<file path="config.mk">
export PLATFORM = sky130hd
export DESIGN_NAME = hsac_regs
export DESIGN_NICKNAME = d
export VERILOG_FILES = /design/src/include/hsac_pkg.sv /design/src/design/hsac_regs.sv
export SDC_FILE = /design/constraint.sdc
export NUM_CORES = 1
export LEC_CHECK = 0
export BUFFER_PORTS_ARGS = -buffer_cell sky130_fd_sc_hd__buf_2
export CORE_UTILIZATION = 40
export DETAILED_ROUTE_END_ITERATION = 16
export PLACE_DENSITY = 0.64
export SLEW_MARGIN = 30
export SYNTH_ARGS = -nofsm -noshare
export SYNTH_HDL_FRONTEND = slang
export SYNTH_SLANG_ARGS = --single-unit
</file>
<file path="constraint.sdc">
create_clock -name mclk_in -period 1.55 [get_ports mclk_in]
set_input_delay 0 -clock mclk_in [delete_from_list [all_inputs] [get_ports mclk_in]]
set_output_delay 0 -clock mclk_in [all_outputs]
set_load 0.005 [all_outputs]
</file>
<file path="src/include/hsac_pkg.sv">
// constants and types for the inrush controller alert, control and adc bank
package hsac_pkg;
    localparam logic [3:0] OFS_ALERT  = 4'h2;
    localparam logic [3:0] OFS_CTRL   = 4'h3;
    localparam logic [3:0] OFS_CUR_HI = 4'h4;
    localparam logic [3:0] OFS_CUR_LO = 4'h5;
    localparam logic [3:0] OFS_SEC_HI = 4'h6;
    localparam logic [3:0] OFS_SEC_LO = 4'h7;
    localparam logic [3:0] OFS_AUX_HI = 4'h8;
    localparam logic [3:0] OFS_AUX_LO = 4'h9;

    localparam int BIT_PG_OUT   = 6;
    localparam int BIT_TEST     = 5;
    localparam int BIT_RTY_PBAD = 4;
    localparam int BIT_FET_ON   = 3;
    localparam int BIT_RTY_OC   = 2;
    localparam int BIT_RTY_UV   = 1;
    localparam int BIT_RTY_OV   = 0;
    localparam int BIT_CFG_LO   = 6;
    localparam int BIT_CFG_HI   = 7;

    localparam logic [7:0] ALERT_RST     = 8'h00;
    localparam logic [7:0] ALERT_EN_MASK = 8'hBF;
    localparam logic [7:0] CTRL_RST      = 8'h03;
    localparam logic [7:0] LO_KEEP_MASK  = 8'hC0;
    localparam logic [9:0] RESULT_RST    = 10'h000;

    localparam logic [1:0] LABEL_CUR = 2'h0;
    localparam logic [1:0] LABEL_SEC = 2'h1;
    localparam logic [1:0] LABEL_AUX = 2'h2;

    localparam int SYNC_STAGES = 3;

    typedef enum logic [1:0] {
        HSAC_PG_OPEN_DRAIN,
        HSAC_PG_GP_OUT,
        HSAC_PG_GP_IN
    } hsac_pgmode_e;

    typedef struct packed {
        logic       valid;
        logic [1:0] label;
        logic [9:0] data;
    } hsac_result_s;

    typedef struct packed {
        logic pbad;
        logic oc;
        logic uv;
        logic ov;
    } hsac_retry_s;

    typedef struct packed {
        logic [7:0]             alert_mask;
        logic [7:0]             ctrl;
        logic [9:0]             cur;
        logic [9:0]             sec;
        logic [9:0]             aux;
        logic [7:0]             rdata;
        logic [SYNC_STAGES-1:0] on_sync;
        logic                   on_level;
        logic [SYNC_STAGES-1:0] pg_sync;
        logic                   pg_level;
        logic                   alert_pull;
        logic                   pg_drive;
        logic                   pg_oe;
        hsac_result_s           bcast;
    } hsac_state_s;
endpackage

</file>
<file path="src/design/hsac_regs.sv">
// alert mask, control and adc result registers of the inrush controller
`timescale 1ns/1ps
module hsac_regs (
    input  wire logic                  mclk_in,            // 10 MHz clock
    input  wire logic                  sys_rst_in,         // sync reset, high
    input  wire logic                  reg_wr_in,          // write strobe
    input  wire logic                  reg_rd_in,          // read strobe
    input  wire logic [7:0]            reg_addr_in,        // register pointer
    input  wire logic [7:0]            reg_wdata_in,       // write data
    output logic      [7:0]            reg_rdata_out,      // read data
    input  wire logic [7:0]            fault_log_in,       // logged faults
    output logic                       alert_pull_out,     // pull alert low
    input  wire logic                  power_good_in,      // power is good
    input  wire logic                  power_good_io_pin_in,  // pin level
    output logic                       power_good_io_pin_out, // pin drive
    output logic                       power_good_io_pin_oe_out, // drive en
    output logic                       pg_input_level_out, // filtered pin
    input  wire logic                  on_pin_in,          // on/off pin
    input  wire logic                  debounce_done_in,   // start-up done
    output logic                       fet_on_cmd_out,     // pass fet on
    output hsac_pkg::hsac_retry_s      retry_en_out,       // retry enables
    output logic                       adc_halt_out,       // test mode
    input  wire hsac_pkg::hsac_result_s adc_result_in,     // converter word
    output hsac_pkg::hsac_result_s     bcast_out           // labelled result
);
    hsac_pkg::hsac_state_s state;
    hsac_pkg::hsac_state_s next_state;

    logic [3:0]   reg_index;
    logic         test_mode;
    hsac_pkg::hsac_pgmode_e pg_mode;

    assign reg_index = reg_addr_in[3:0];
    assign test_mode = state.ctrl[hsac_pkg::BIT_TEST];

    always_comb begin
        if (!state.ctrl[hsac_pkg::BIT_CFG_LO]) begin
            pg_mode = hsac_pkg::HSAC_PG_OPEN_DRAIN;
        end else if (!state.ctrl[hsac_pkg::BIT_CFG_HI]) begin
            pg_mode = hsac_pkg::HSAC_PG_GP_OUT;
        end else begin
            pg_mode = hsac_pkg::HSAC_PG_GP_IN;
        end
    end

    always_comb begin
        next_state = state;
        next_state.bcast.valid = 1'b0;

        // host writes
        if (reg_wr_in) begin
            case (reg_index)
                hsac_pkg::OFS_ALERT: begin
                    next_state.alert_mask = reg_wdata_in;
                end
                hsac_pkg::OFS_CTRL: begin
                    next_state.ctrl = reg_wdata_in;
                end
                hsac_pkg::OFS_CUR_HI: begin
                    if (test_mode) begin
                        next_state.cur[9:2] = reg_wdata_in;
                    end
                end
                hsac_pkg::OFS_CUR_LO: begin
                    if (test_mode) begin
                        next_state.cur[1:0] = reg_wdata_in[7:6];
                    end
                end
                hsac_pkg::OFS_SEC_HI: begin
                    if (test_mode) begin
                        next_state.sec[9:2] = reg_wdata_in;
                    end
                end
                hsac_pkg::OFS_SEC_LO: begin
                    if (test_mode) begin
                        next_state.sec[1:0] = reg_wdata_in[7:6];
                    end
                end
                hsac_pkg::OFS_AUX_HI: begin
                    if (test_mode) begin
                        next_state.aux[9:2] = reg_wdata_in;
                    end
                end
                hsac_pkg::OFS_AUX_LO: begin
                    if (test_mode) begin
                        next_state.aux[1:0] = reg_wdata_in[7:6];
                    end
                end
                default: begin
                end
            endcase
        end

        // on pin level loaded into the fet command at end of debounce
        if (debounce_done_in) begin
            next_state.ctrl[hsac_pkg::BIT_FET_ON] = state.on_level;
        end

        // converter results, halted in test mode
        if (adc_result_in.valid && !test_mode) begin
            case (adc_result_in.label)
                hsac_pkg::LABEL_CUR: begin
                    next_state.cur = adc_result_in.data;
                end
                hsac_pkg::LABEL_SEC: begin
                    next_state.sec = adc_result_in.data;
                end
                hsac_pkg::LABEL_AUX: begin
                    next_state.aux = adc_result_in.data;
                end
                default: begin
                end
            endcase
            if (adc_result_in.label != 2'h3) begin
                next_state.bcast = adc_result_in;
            end
        end

        // host reads
        if (reg_rd_in) begin
            case (reg_index)
                hsac_pkg::OFS_ALERT:  next_state.rdata = state.alert_mask;
                hsac_pkg::OFS_CTRL:   next_state.rdata = state.ctrl;
                hsac_pkg::OFS_CUR_HI: next_state.rdata = state.cur[9:2];
                hsac_pkg::OFS_CUR_LO: next_state.rdata = {state.cur[1:0],
                                                         6'h00};
                hsac_pkg::OFS_SEC_HI: next_state.rdata = state.sec[9:2];
                hsac_pkg::OFS_SEC_LO: next_state.rdata = {state.sec[1:0],
                                                         6'h00};
                hsac_pkg::OFS_AUX_HI: next_state.rdata = state.aux[9:2];
                hsac_pkg::OFS_AUX_LO: next_state.rdata = {state.aux[1:0],
                                                         6'h00};
                default:              next_state.rdata = 8'h00;
            endcase
        end

        // pin synchronisers: a change counts once stages two and three agree
        next_state.on_sync = {state.on_sync[1:0], on_pin_in};
        if (state.on_sync[1] == state.on_sync[2]) begin
            next_state.on_level = state.on_sync[2];
        end
        next_state.pg_sync = {state.pg_sync[1:0], power_good_io_pin_in};
        if (state.pg_sync[1] == state.pg_sync[2]) begin
            next_state.pg_level = state.pg_sync[2];
        end

        // alert: any logged fault other than bit 6 whose enable is set
        next_state.alert_pull = |(fault_log_in & state.alert_mask
                                  & hsac_pkg::ALERT_EN_MASK);

        // power-good pin: open drain, only ever pulls low
        case (pg_mode)
            hsac_pkg::HSAC_PG_OPEN_DRAIN: begin
                next_state.pg_drive = 1'b0;
                next_state.pg_oe    = !power_good_in;
            end
            hsac_pkg::HSAC_PG_GP_OUT: begin
                next_state.pg_drive = 1'b0;
                next_state.pg_oe    =
                    !state.alert_mask[hsac_pkg::BIT_PG_OUT];
            end
            hsac_pkg::HSAC_PG_GP_IN: begin
                next_state.pg_drive = 1'b0;
                next_state.pg_oe    = 1'b0;
            end
            default: begin
                next_state.pg_drive = 1'b0;
                next_state.pg_oe    = 1'b0;
            end
        endcase

        if (sys_rst_in) begin
            next_state            = '0;
            next_state.alert_mask = hsac_pkg::ALERT_RST;
            next_state.ctrl       = hsac_pkg::CTRL_RST;
            next_state.cur        = hsac_pkg::RESULT_RST;
            next_state.sec        = hsac_pkg::RESULT_RST;
            next_state.aux        = hsac_pkg::RESULT_RST;
        end
    end

    always_ff @(posedge mclk_in) begin
        state <= next_state;
    end

    assign reg_rdata_out            = state.rdata;
    assign alert_pull_out           = state.alert_pull;
    assign power_good_io_pin_out    = state.pg_drive;
    assign power_good_io_pin_oe_out = state.pg_oe;
    assign pg_input_level_out       = state.pg_level;
    assign fet_on_cmd_out           = state.ctrl[hsac_pkg::BIT_FET_ON];
    assign retry_en_out             = {state.ctrl[hsac_pkg::BIT_RTY_PBAD],
                                       state.ctrl[hsac_pkg::BIT_RTY_OC],
                                       state.ctrl[hsac_pkg::BIT_RTY_UV],
                                       state.ctrl[hsac_pkg::BIT_RTY_OV]};
    assign adc_halt_out             = state.ctrl[hsac_pkg::BIT_TEST];
    assign bcast_out                = state.bcast;
endmodule

</file>
==> metrics.md, run 1 <==
| Metric | Value |
|---|---|
| Status | `complete, no violations` |
| Hpwl dp | `6070 um` |
| Row cnt | `34` |
| Power per Cell Area | `933 nW/um2` |
| Post-synthesis register bit count | `77` |
| Syn Area/Cell | `9.37 um2` |
| Post-Syn Area | `3620 um2` |
| R2r startpoint | `state[74]` |
| DP Worst Slack | `0.107 ns` |
| Grt ovf | `0` |
| Commonest non-fill, non-tap cell in the layout | `dfxtp_1` |
| Via count of the first global-routing pass | `2,966` |
| Netlist cell types | `40` |
| Peak Freq | `682 MHz` |
| Share of the yosys chip area belonging to registers | `0.426` |
| R2r worst-path depth | `3` |
| Hold Fails Final Rpt | `0` |
| IO Pins | `76` |
| Placed cell area | `around 3900 um2` |
| Synth Instances | `386` |
| Layout Skew | `0.00694 ns` |
| ANT cells | `0` |
| Maximum capacitance violations | `0` |
| Crit-path max FO | `3` |
| Initial antenna violation count | `0` |
| DR pass1 iterations | `4` |
| Die Area | `9430 um2` |
| FF-to-FF setup slack | `between 0.08 and 0.09 ns` |
| Max clock buf depth | `2` |
| Post-Syn Nets | `431` |
| Clock transition at the registers of the reported paths | `0.08 ns` |
| Gr usage total | `0.194` |
| Gate power share | `0.114` |
| Post CTS Setup Buffer Count | `0` |
| Hold EP | `reg_rdata_out[4]` |
| Design Area, Final | `4390 um2` |
| Hold Path Depth | `4` |
| Final min period | `1.47 ns` |
| Commonest cells after routing, fill and taps aside | `dfxtp_1, buf_2, nor2_1, mux2i_1, a211oi_1` |
| Utilization after layout | `0.504` |
| Clk pwr share | `0.375` |
| Filler instances | `831` |
| Setup TNS Final | `0 ns` |
| Final #Nets | `around 500` |
| # setup viols final | `0` |
| Total power | `0.00410 W` |
| Leakage | `1.95 nW` |
| Ys Warns | `0` |
| Sequential Power Share | `0.510` |
| Net Sw Frac | `0.251` |
| Worst-skew pair later-pin latency | `0.36 ns` |
| CP Launch Type | `register` |
| H-tree levels | `3` |
| Routability Congestion | `0.784` |
| Max IR drop VDD | `401 uV` |
| Worst min path class | `input pin to register` |
| Critical path type | `register to register` |
| RSZ-0062 raised after global routing | `false` |
| CTS Sinks | `77` |
| Layout Area Growth over Synthesis | `21.5%` |
| Layout cell share with drive strength beyond 1 | `0.244` |
| Clk root buf | `clkbuf_8` |
| Cts bufs inserted | `9` |
| # DRC | `0` |
| CP delay by family, top | `buffers and inverters` |
| Slew Viols, Final | `0` |
| PortBufs | `69` |
| Core Box Area | `around 8700 um2` |
| Cell Int Power | `0.00307 W` |
| Worst path max stage delay | `between 0.6 and 0.7 ns` |
| Final Cycle Share | `0.946` |
| Vias/cell | `5.18` |
| Antenna-violating nets left | `0` |
| 1st-iter DRT viols | `154` |
| Vias | `2,955` |
| Bufs and invs on worst path | `1` |
| First-pass GRT wire length | `about 15,000 um` |
| WP data arrival | `1.71 ns` |
| Largest net degree at the start of global routing | `47` |
| Worst setup margin | `approximately 0.084 ns` |
| Crit. End Element | `register` |
| Chip Height | `97.1 um` |
| Switching power | `0.00103 W` |
| DIE WIDTH | `97.1 um` |
| Initial Utilization | `0.415` |
| Hold path startpoint | `reg_rd_in` |
| Worst Path Required | `about 1.8 ns` |
| TritonCTS clock tree | `done` |
| DR WL/cell | `14.8 um` |
| Reg2reg end | `alert_pull_out` |
| WL final | `8470 um` |
| Crit-path slowest cell | `dlygate4sd3_1` |
| CP Cell Sequence | `a222oi_1 -> dlygate4sd3_1 -> a31oi_1` |
-- cell families (layout without fill, tap and decap cells) --
group / Yosys count / in the layout / synth area share
AND/OR/NAND/NOR: 123 / 123 / 0.164
multiplexers: 62 / 62 / 0.174
flip-flops: 77 / 77 / 0.426
other: 1 / 1 / 0.00104
AO/OA/AOI/OAI: 71 / 71 / 0.142
buffers and inverters: 52 / 129 / 0.0930
-- worst max path at each step --
stage                 startpoint        endpoint  slack [ns]  cells past startpoint
floorplan           adc_halt_out       state[34]        0.14                      4
global placement    adc_halt_out       state[59]        0.16                      4
detailed placement  adc_halt_out       state[55]        0.11                      4
CTS                 adc_halt_out       state[57]        0.09                      4
global route        adc_halt_out       state[54]        0.01                      4
finish                 state[74]  alert_pull_out        0.08                      3
-- cell type report --
cell class              instances  area [um2]  share of cell area
clock buffers                  11         141              0.0322
inverters                       1        3.75            0.000854
flip-flops and latches         77        1540               0.351
well taps                     108         135              0.0308
clock inverters                 5        60.1              0.0137
repair buffers                112         756               0.172
multi-input cells             257        1760               0.400
-- worst min-delay path, stage by stage --
cell     delay [ns]
buf_2          0.09
nor2_1         0.11
nand2_1        0.09
o21ai_1        0.05
-- cells in the mapped netlist, drive strengths merged --
cell,n,area [um2]
a211o,1,8.76
a211oi,31,233
a21oi,8,40.0
a222oi,7,70.1
a22o,6,52.6
a22oi,2,15.0
a31oi,1,6.26
and2b,2,15.0
and3,1,6.26
and3b,2,17.5
and4,1,11.3
and4bb,1,12.5
buf,36,277
clkbuf,15,56.3
conb,1,3.75
dfxtp,77,1540
inv,1,3.75
mux2,6,67.6
mux2i,56,561
nand2,30,113
nand2b,3,26.3
nand3,2,20.0
nand3b,4,30.0
nor2,59,224
nor2b,9,58.8
nor3,4,20.0
nor3b,3,22.5
o21ai,10,50.1
o21bai,1,7.51
o22ai,2,12.5
o32ai,2,17.5
or3b,2,17.5
-- sequential cells by signal (all words and copies together) (netlist names) --
name,count
state,47
bcast_out,13
reg_rdata_out,8
retry_en_out,4
adc_halt_out,1
alert_pull_out,1
fet_on_cmd_out,1
pg_input_level_out,1
power_good_io_pin_oe_out,1
-- per-stage QoR --
step / std cells / hold slack, ns
5_1_grt: 571 / 0.0671
2_1_floorplan: 386 / 0.124
6_report: 571 / 0.0168
3_3_place_gp: 525 / 0.209
3_5_place_dp: 525 / 0.217
4_1_cts: 571 / 0.0196
-- power groups by stage --
stage	registers, W	clock network [W]	logic, W
after floorplan	0.00213	0	0.000281
after global placement	0.00214	0	0.000402
after detailed placement	0.00214	0	0.000411
after CTS	0.00209	0.00158	0.000467
after global routing	0.00210	0.00166	0.000521
final	0.00209	0.00154	0.000469
-- layer usage --
layer	global-route usage	up-vias	routed length (um)
li1	-	1491	-
met3	0.0417	11	342
met2	0.308	65	3850
met5	0	-	0
met1	0.258	1388	4140
met4	0.0712	0	136
-- timing repair --
action	in CTS	in global routing
resized for setup	0	3
endpoints found under the hold margin	59	0
hold buffers	30	0
setup endpoints to repair	0	15
Note: power is estimated with default switching activity, not from simulation.
==> inputs of run 2 (changes only) <==
BUFFER_PORTS_ARGS = default   (was -buffer_cell sky130_fd_sc_hd__buf_2)
DONT_BUFFER_PORTS = 1   (was default)
PLACE_DENSITY = 0.57   (was 0.64)
==> run 2 against run 1 <==
Effect of this change: sequential share of layout area increased by 2.5 points; final cell count decreased by 11%; clock skew decreased by 0.0011 ns; global-route usage decreased by 0.23 points; hold slack improved by 0.0064 ns; via count decreased by 8.5%.
==> metrics.md, run 2 (synthesized netlist as in run 1, its figures left out) <==
| Metric | Value |
|---|---|
| DR WL/cell | `17.1 um` |
| Layout cell share with drive strength beyond 1 | `0.113` |
| FF-to-FF setup slack | `~0.11 ns` |
| Max clock buf depth | `2` |
| Power per Cell Area | `962 nW/um2` |
| Critical path type | `register to register` |
| Routability Congestion | `0.802` |
| TritonCTS clock tree | `done` |
| Design Area, Final | `4100 um2` |
| Peak Freq | `696 MHz` |
| Placed cell area | `3510 um2` |
| Grt ovf | `0` |
| Leakage | `1.68 nW` |
| Hold EP | `reg_rdata_out[1]` |
| Layout Skew | `0.00584 ns` |
| H-tree levels | `3` |
| Status | `complete, no violations` |
| ANT cells | `0` |
| Core Box Area | `8720 um2` |
| 1st-iter DRT viols | `125` |
| First-pass GRT wire length | `~14,000 um` |
| Initial antenna violation count | `1` |
| DR pass1 iterations | `5` |
| CTS Sinks | `77` |
| Crit-path max FO | `3` |
| Hold slack | `0.0231 ns` |
| # DRC | `0` |
| Die Area | `9430 um2` |
| Antenna-violating nets left | `0` |
| Vias/cell | `~5.3` |
| Row cnt | `34` |
| Final min period | `1.44 ns` |
| Hpwl dp | `5980 um` |
| RSZ-0062 raised after global routing | `false` |
| Reg2reg end | `alert_pull_out` |
| Hold path startpoint | `sys_rst_in` |
| Worst-skew pair later-pin latency | `between 0.3 and 0.4 ns` |
| Setup TNS Final | `0 ns` |
| Vias | `2,705` |
| Tightest Pin Transition | `0.507 ns` |
| R2r worst-path depth | `3` |
| Crit. End Element | `register` |
| Worst Path Required | `1.78 ns` |
| Initial Utilization | `0.415` |
| Commonest non-fill, non-tap cell in the layout | `dfxtp_1` |
| Hold Path Depth | `2` |
| R2r startpoint | `state[72]` |
| Layout Area Growth over Synthesis | `13.3%` |
| Hold Fails Final Rpt | `0` |
| DIE WIDTH | `97.1 um` |
| Final Cycle Share | `0.927` |
| Clock transition at the registers of the reported paths | `0.08 ns` |
| Max IR drop VDD | `420 uV` |
| IO Pins | `76` |
| Cts bufs inserted | `9` |
| # setup viols final | `0` |
| WP data arrival | `1.67 ns` |
| Largest net degree at the start of global routing | `71` |
| Maximum capacitance violations | `0` |
| WL final | `slightly below 9000 um` |
| PortBufs | `0` |
| Commonest cells after routing, fill and taps aside | `dfxtp_1, nor2_1, mux2i_1, dlygate4sd3_1, a211oi_1` |
| Slew Viols, Final | `0` |
| Via count of the first global-routing pass | `2,731` |
| Slew HR | `0.661` |
| Worst min path class | `input pin to register` |
| Final #Nets | `440` |
| Clk root buf | `clkbuf_8` |
| Chip Height | `between 90 and 100 um` |
| CP Launch Type | `register` |
| Gr usage total | `0.191` |
| Top reg by flops | `state` |
| Max FFs per register | `47` |
==> run 2: cell types whose count changed in the layout (fill, tap and decap cells not counted) <==
cell           delta
buf_12            -1
clkbuf_8          -1
clkbuf_1          -1
buf_2            -69
clkinv_2          +3
dlygate4sd3_1     +6
clkinv_4          -1
nand3_4           -1
nand3_2           +1
buf_16            +1
==> run 2: per-stage QoR <==
| stage | setup slack, ns | util | cells | total power (W) |
|---|---|---|---|---|
| 2_1_floorplan | 0.137 | - | 386 | 0.00241 |
| 3_3_place_gp | 0.197 | 0.402 | 455 | 0.00238 |
| 3_5_place_dp | 0.146 | 0.402 | 455 | 0.00239 |
| 4_1_cts | 0.121 | 0.469 | 508 | 0.00402 |
| 5_1_grt | 0.00957 | 0.470 | 508 | 0.00412 |
| 6_report | 0.113 | 0.470 | 508 | 0.00394 |
==> run 2: where the power goes <==
group / switching [W] / internal, W
logic: 0.000195 / 0.000185
clock network: 0.000729 / 0.000734
registers: 0.0000458 / 0.00205
==> run 2: how the worst max path moves through the flow <==
stage               slack [ns]        endpoint    startpoint
detailed placement        0.15       state[49]  adc_halt_out
finish                    0.11  alert_pull_out     state[72]
global route              0.01       state[41]  adc_halt_out
CTS                       0.12       state[44]  adc_halt_out
floorplan                 0.14       state[34]  adc_halt_out
global placement          0.20       state[53]  adc_halt_out
==> run 2: final cells by class <==
cell class	count	area [um2]
clock buffers	9	124
clock inverters	7	66.3
fillers	878	4620
inverters	1	3.75
multi-input cells	257	1750
flip-flops and latches	77	1540
well taps	108	135
repair buffers	49	478
==> run 2: timing repair <==
| item | 4_1_cts | 5_1_grt |
|---|---|---|
| setup endpoints to repair | 0 | 11 |
| setup buffers | 0 | 0 |
| endpoints found under the hold margin | 77 | 0 |
| gates resized for setup | 0 | 2 |
| hold buffers | 37 | 0 |
==> run 2: worst max-delay path, stage by stage (launching register included) <==
cell and delay, ns:
dfxtp_1 0.34, a222oi_1 0.31, dlygate4sd3_1 0.59, a31oi_1 0.07
==> run 2: layer usage <==
layer  wire length, um  global-route usage  share of wire  vias up
met5                13                   0         0.0015        -
li1                  -                   -              -     1360
met3               412              0.0496          0.047       12
met1              4320               0.261           0.50     1263
met4               154              0.0677          0.018        2
met2              3810               0.292           0.44       68
==> inputs of run 3 (changes only) <==
CORE_UTILIZATION = 35   (was 40)
PLACE_DENSITY = 0.52   (was 0.57)
==> run 3 against run 2 <==
Effect of this change: the flow now finishes with violations (hold timing); critical endpoint unchanged; core utilization down 5.3 points; clock skew about the same; final cell count up 4.3%; global-route usage down 2.0 points; sequential power about the same.
==> metrics.md, run 3 (synthesized netlist as in run 1, its figures left out) <==
| Metric | Value |
|---|---|
| Worst path max stage delay | `slightly below 0.6 ns` |
| Layout cell share with drive strength beyond 1 | `0.114` |
| Commonest cells after routing, fill and taps aside | `dfxtp_1, nor2_1, mux2i_1, dlygate4sd3_1, a211oi_1` |
| Top reg by flops | `state` |
| FF-to-FF setup slack | `roughly 0.13 ns` |
| Gr usage total | `0.171` |
| Max clock buf depth | `2` |
| Hold Fails Final Rpt | `2` |
| Worst-skew pair later-pin latency | `between 0.3 and 0.4 ns` |
| Slew HR | `0.578` |
| Max FFs per register | `47` |
| Initial antenna violation count | `1` |
| Clock transition at the registers of the reported paths | `0.08 ns` |
| DIE WIDTH | `between 100 and 150 um` |
| Post CTS Setup Buffer Count | `0` |
| Chip Height | `104 um` |
| Layout Skew | `0.00621 ns` |
| 1st-iter DRT viols | `about 130` |
| Total power | `between 0.003 and 0.004 W` |
| IO Pins | `76` |
| Layout Area Growth over Synthesis | `14.3%` |
| H-tree levels | `3` |
| Crit-path max FO | `3` |
| Slew Viols, Final | `0` |
| DR WL/cell | `17.1 um` |
| R2r startpoint | `state[74]` |
| Peak Freq | `702 MHz` |
| PortBufs | `0` |
| Final min period | `roughly 1.4 ns` |
| Grt ovf | `0` |
| First-pass GRT wire length | `14,400 um` |
| Setup TNS Final | `0 ns` |
| Status | `finished, violations left` |
| Final #Nets | `about 440` |
| Cts bufs inserted | `9` |
| WP data arrival | `1.65 ns` |
| Commonest non-fill, non-tap cell in the layout | `dfxtp_1` |
| Crit-path slowest cell | `dlygate4sd3_1` |
| Hold path startpoint | `sys_rst_in` |
| Critical path type | `register to register` |
| Crit. End Element | `register` |
| CTS Sinks | `between 70 and 80` |
| Worst Path Required | `1.78 ns` |
| Critical path launch point | `state[74]` |
| CP Cell Sequence | `a222oi_1 -> dlygate4sd3_1 -> a31oi_1` |
| R2r worst-path depth | `3` |
| Final Cycle Share | `0.919` |
| Hpwl dp | `between 6000 and 7000 um` |
| Tightest Pin Transition | `around 0.63 ns` |
| CP delay by family, top | `buffers and inverters` |
| Bufs and invs on worst path | `1` |
| Largest net degree at the start of global routing | `between 70 and 80` |
| CP Launch Type | `register` |
| Leakage | `1.66 nW` |
| DR pass1 iterations | `6` |
| Via count of the first global-routing pass | `approximately 2,600` |
| Initial Utilization | `0.365` |
| Worst min path class | `input pin to register` |
| TritonCTS clock tree | `done` |
| Vias/cell | `just over 5` |
| Core Box Area | `9910 um2` |
| Clk root buf | `clkbuf_8` |
| Hold slack | `-0.00461 ns` |
| Row cnt | `36` |
| # setup viols final | `0` |
| Max IR drop VDD | `440 uV` |
| Die Area | `10,700 um2` |
| Antenna-violating nets left | `0` |
| WL final | `between 9000 and 10,000 um` |
| Hold EP | `state[76]` |
| Maximum capacitance violations | `0` |
| RSZ-0062 raised after global routing | `false` |
| Utilization after layout | `0.417` |
| Routability Congestion | `around 0.73` |
| # DRC | `0` |
| Vias | `2,725` |
| Reg2reg end | `alert_pull_out` |
| Hold Path Depth | `2` |
| Power per Cell Area | `952 nW/um2` |
| Failing checks | `hold timing` |
-- run 3: repair_timing --
item,CTS,global route
hold buffers,35,0
setup endpoints to repair,0,26
endpoints found under the hold margin,77,0
gates resized for setup,0,6
-- run 3: routing by layer --
metal  GRT usage  routed length (um)  share of wire
met5           0                   0              0
met4      0.0531                  90         0.0099
met1       0.246                4450           0.49
met3      0.0598                 745          0.082
met2       0.237                3780           0.42
-- run 3: worst max path at each step --
stage,endpoint,slack (ns),cells past startpoint
2_1_floorplan,state[34],0.14,4
3_3_place_gp,state[51],0.08,6
3_5_place_dp,state[51],0.06,6
4_1_cts,state[51],0.04,6
5_1_grt,state[41],0.08,5
6_report,alert_pull_out,0.13,3
-- run 3: layout make-up --
type	instances	area, um2
well taps	133	166
multi-input cells	257	1760
flip-flops and latches	77	1540
clock buffers	10	128
clock inverters	5	52.6
fillers	1011	5780
inverters	1	3.75
repair buffers	46	475
diodes	1	2.50
-- run 3: metrics by stage --
step	area (um2)	worst slack (ns)	hold WS (ns)	cells
final	4130	0.126	-0.00461	530
after global routing	4130	0.0793	0.0155	530
after CTS	4110	0.0435	0.000341	529
after detailed placement	3560	0.0595	0.0758	479
after global placement	3560	0.0758	0.0756	479
after floorplan	3620	0.137	0.124	386
-- run 3: power breakdown --
group | internal, W | total (W) | switching [W] | leakage, nW
Sequential | 0.00205 | 0.00210 | 0.0000458 | 0.629
Clock | 0.000727 | 0.00144 | 0.000716 | 0.0919
Combinational | 0.000189 | 0.000390 | 0.000200 | 0.941
Total | 0.00297 | 0.00393 | 0.000963 | 1.66
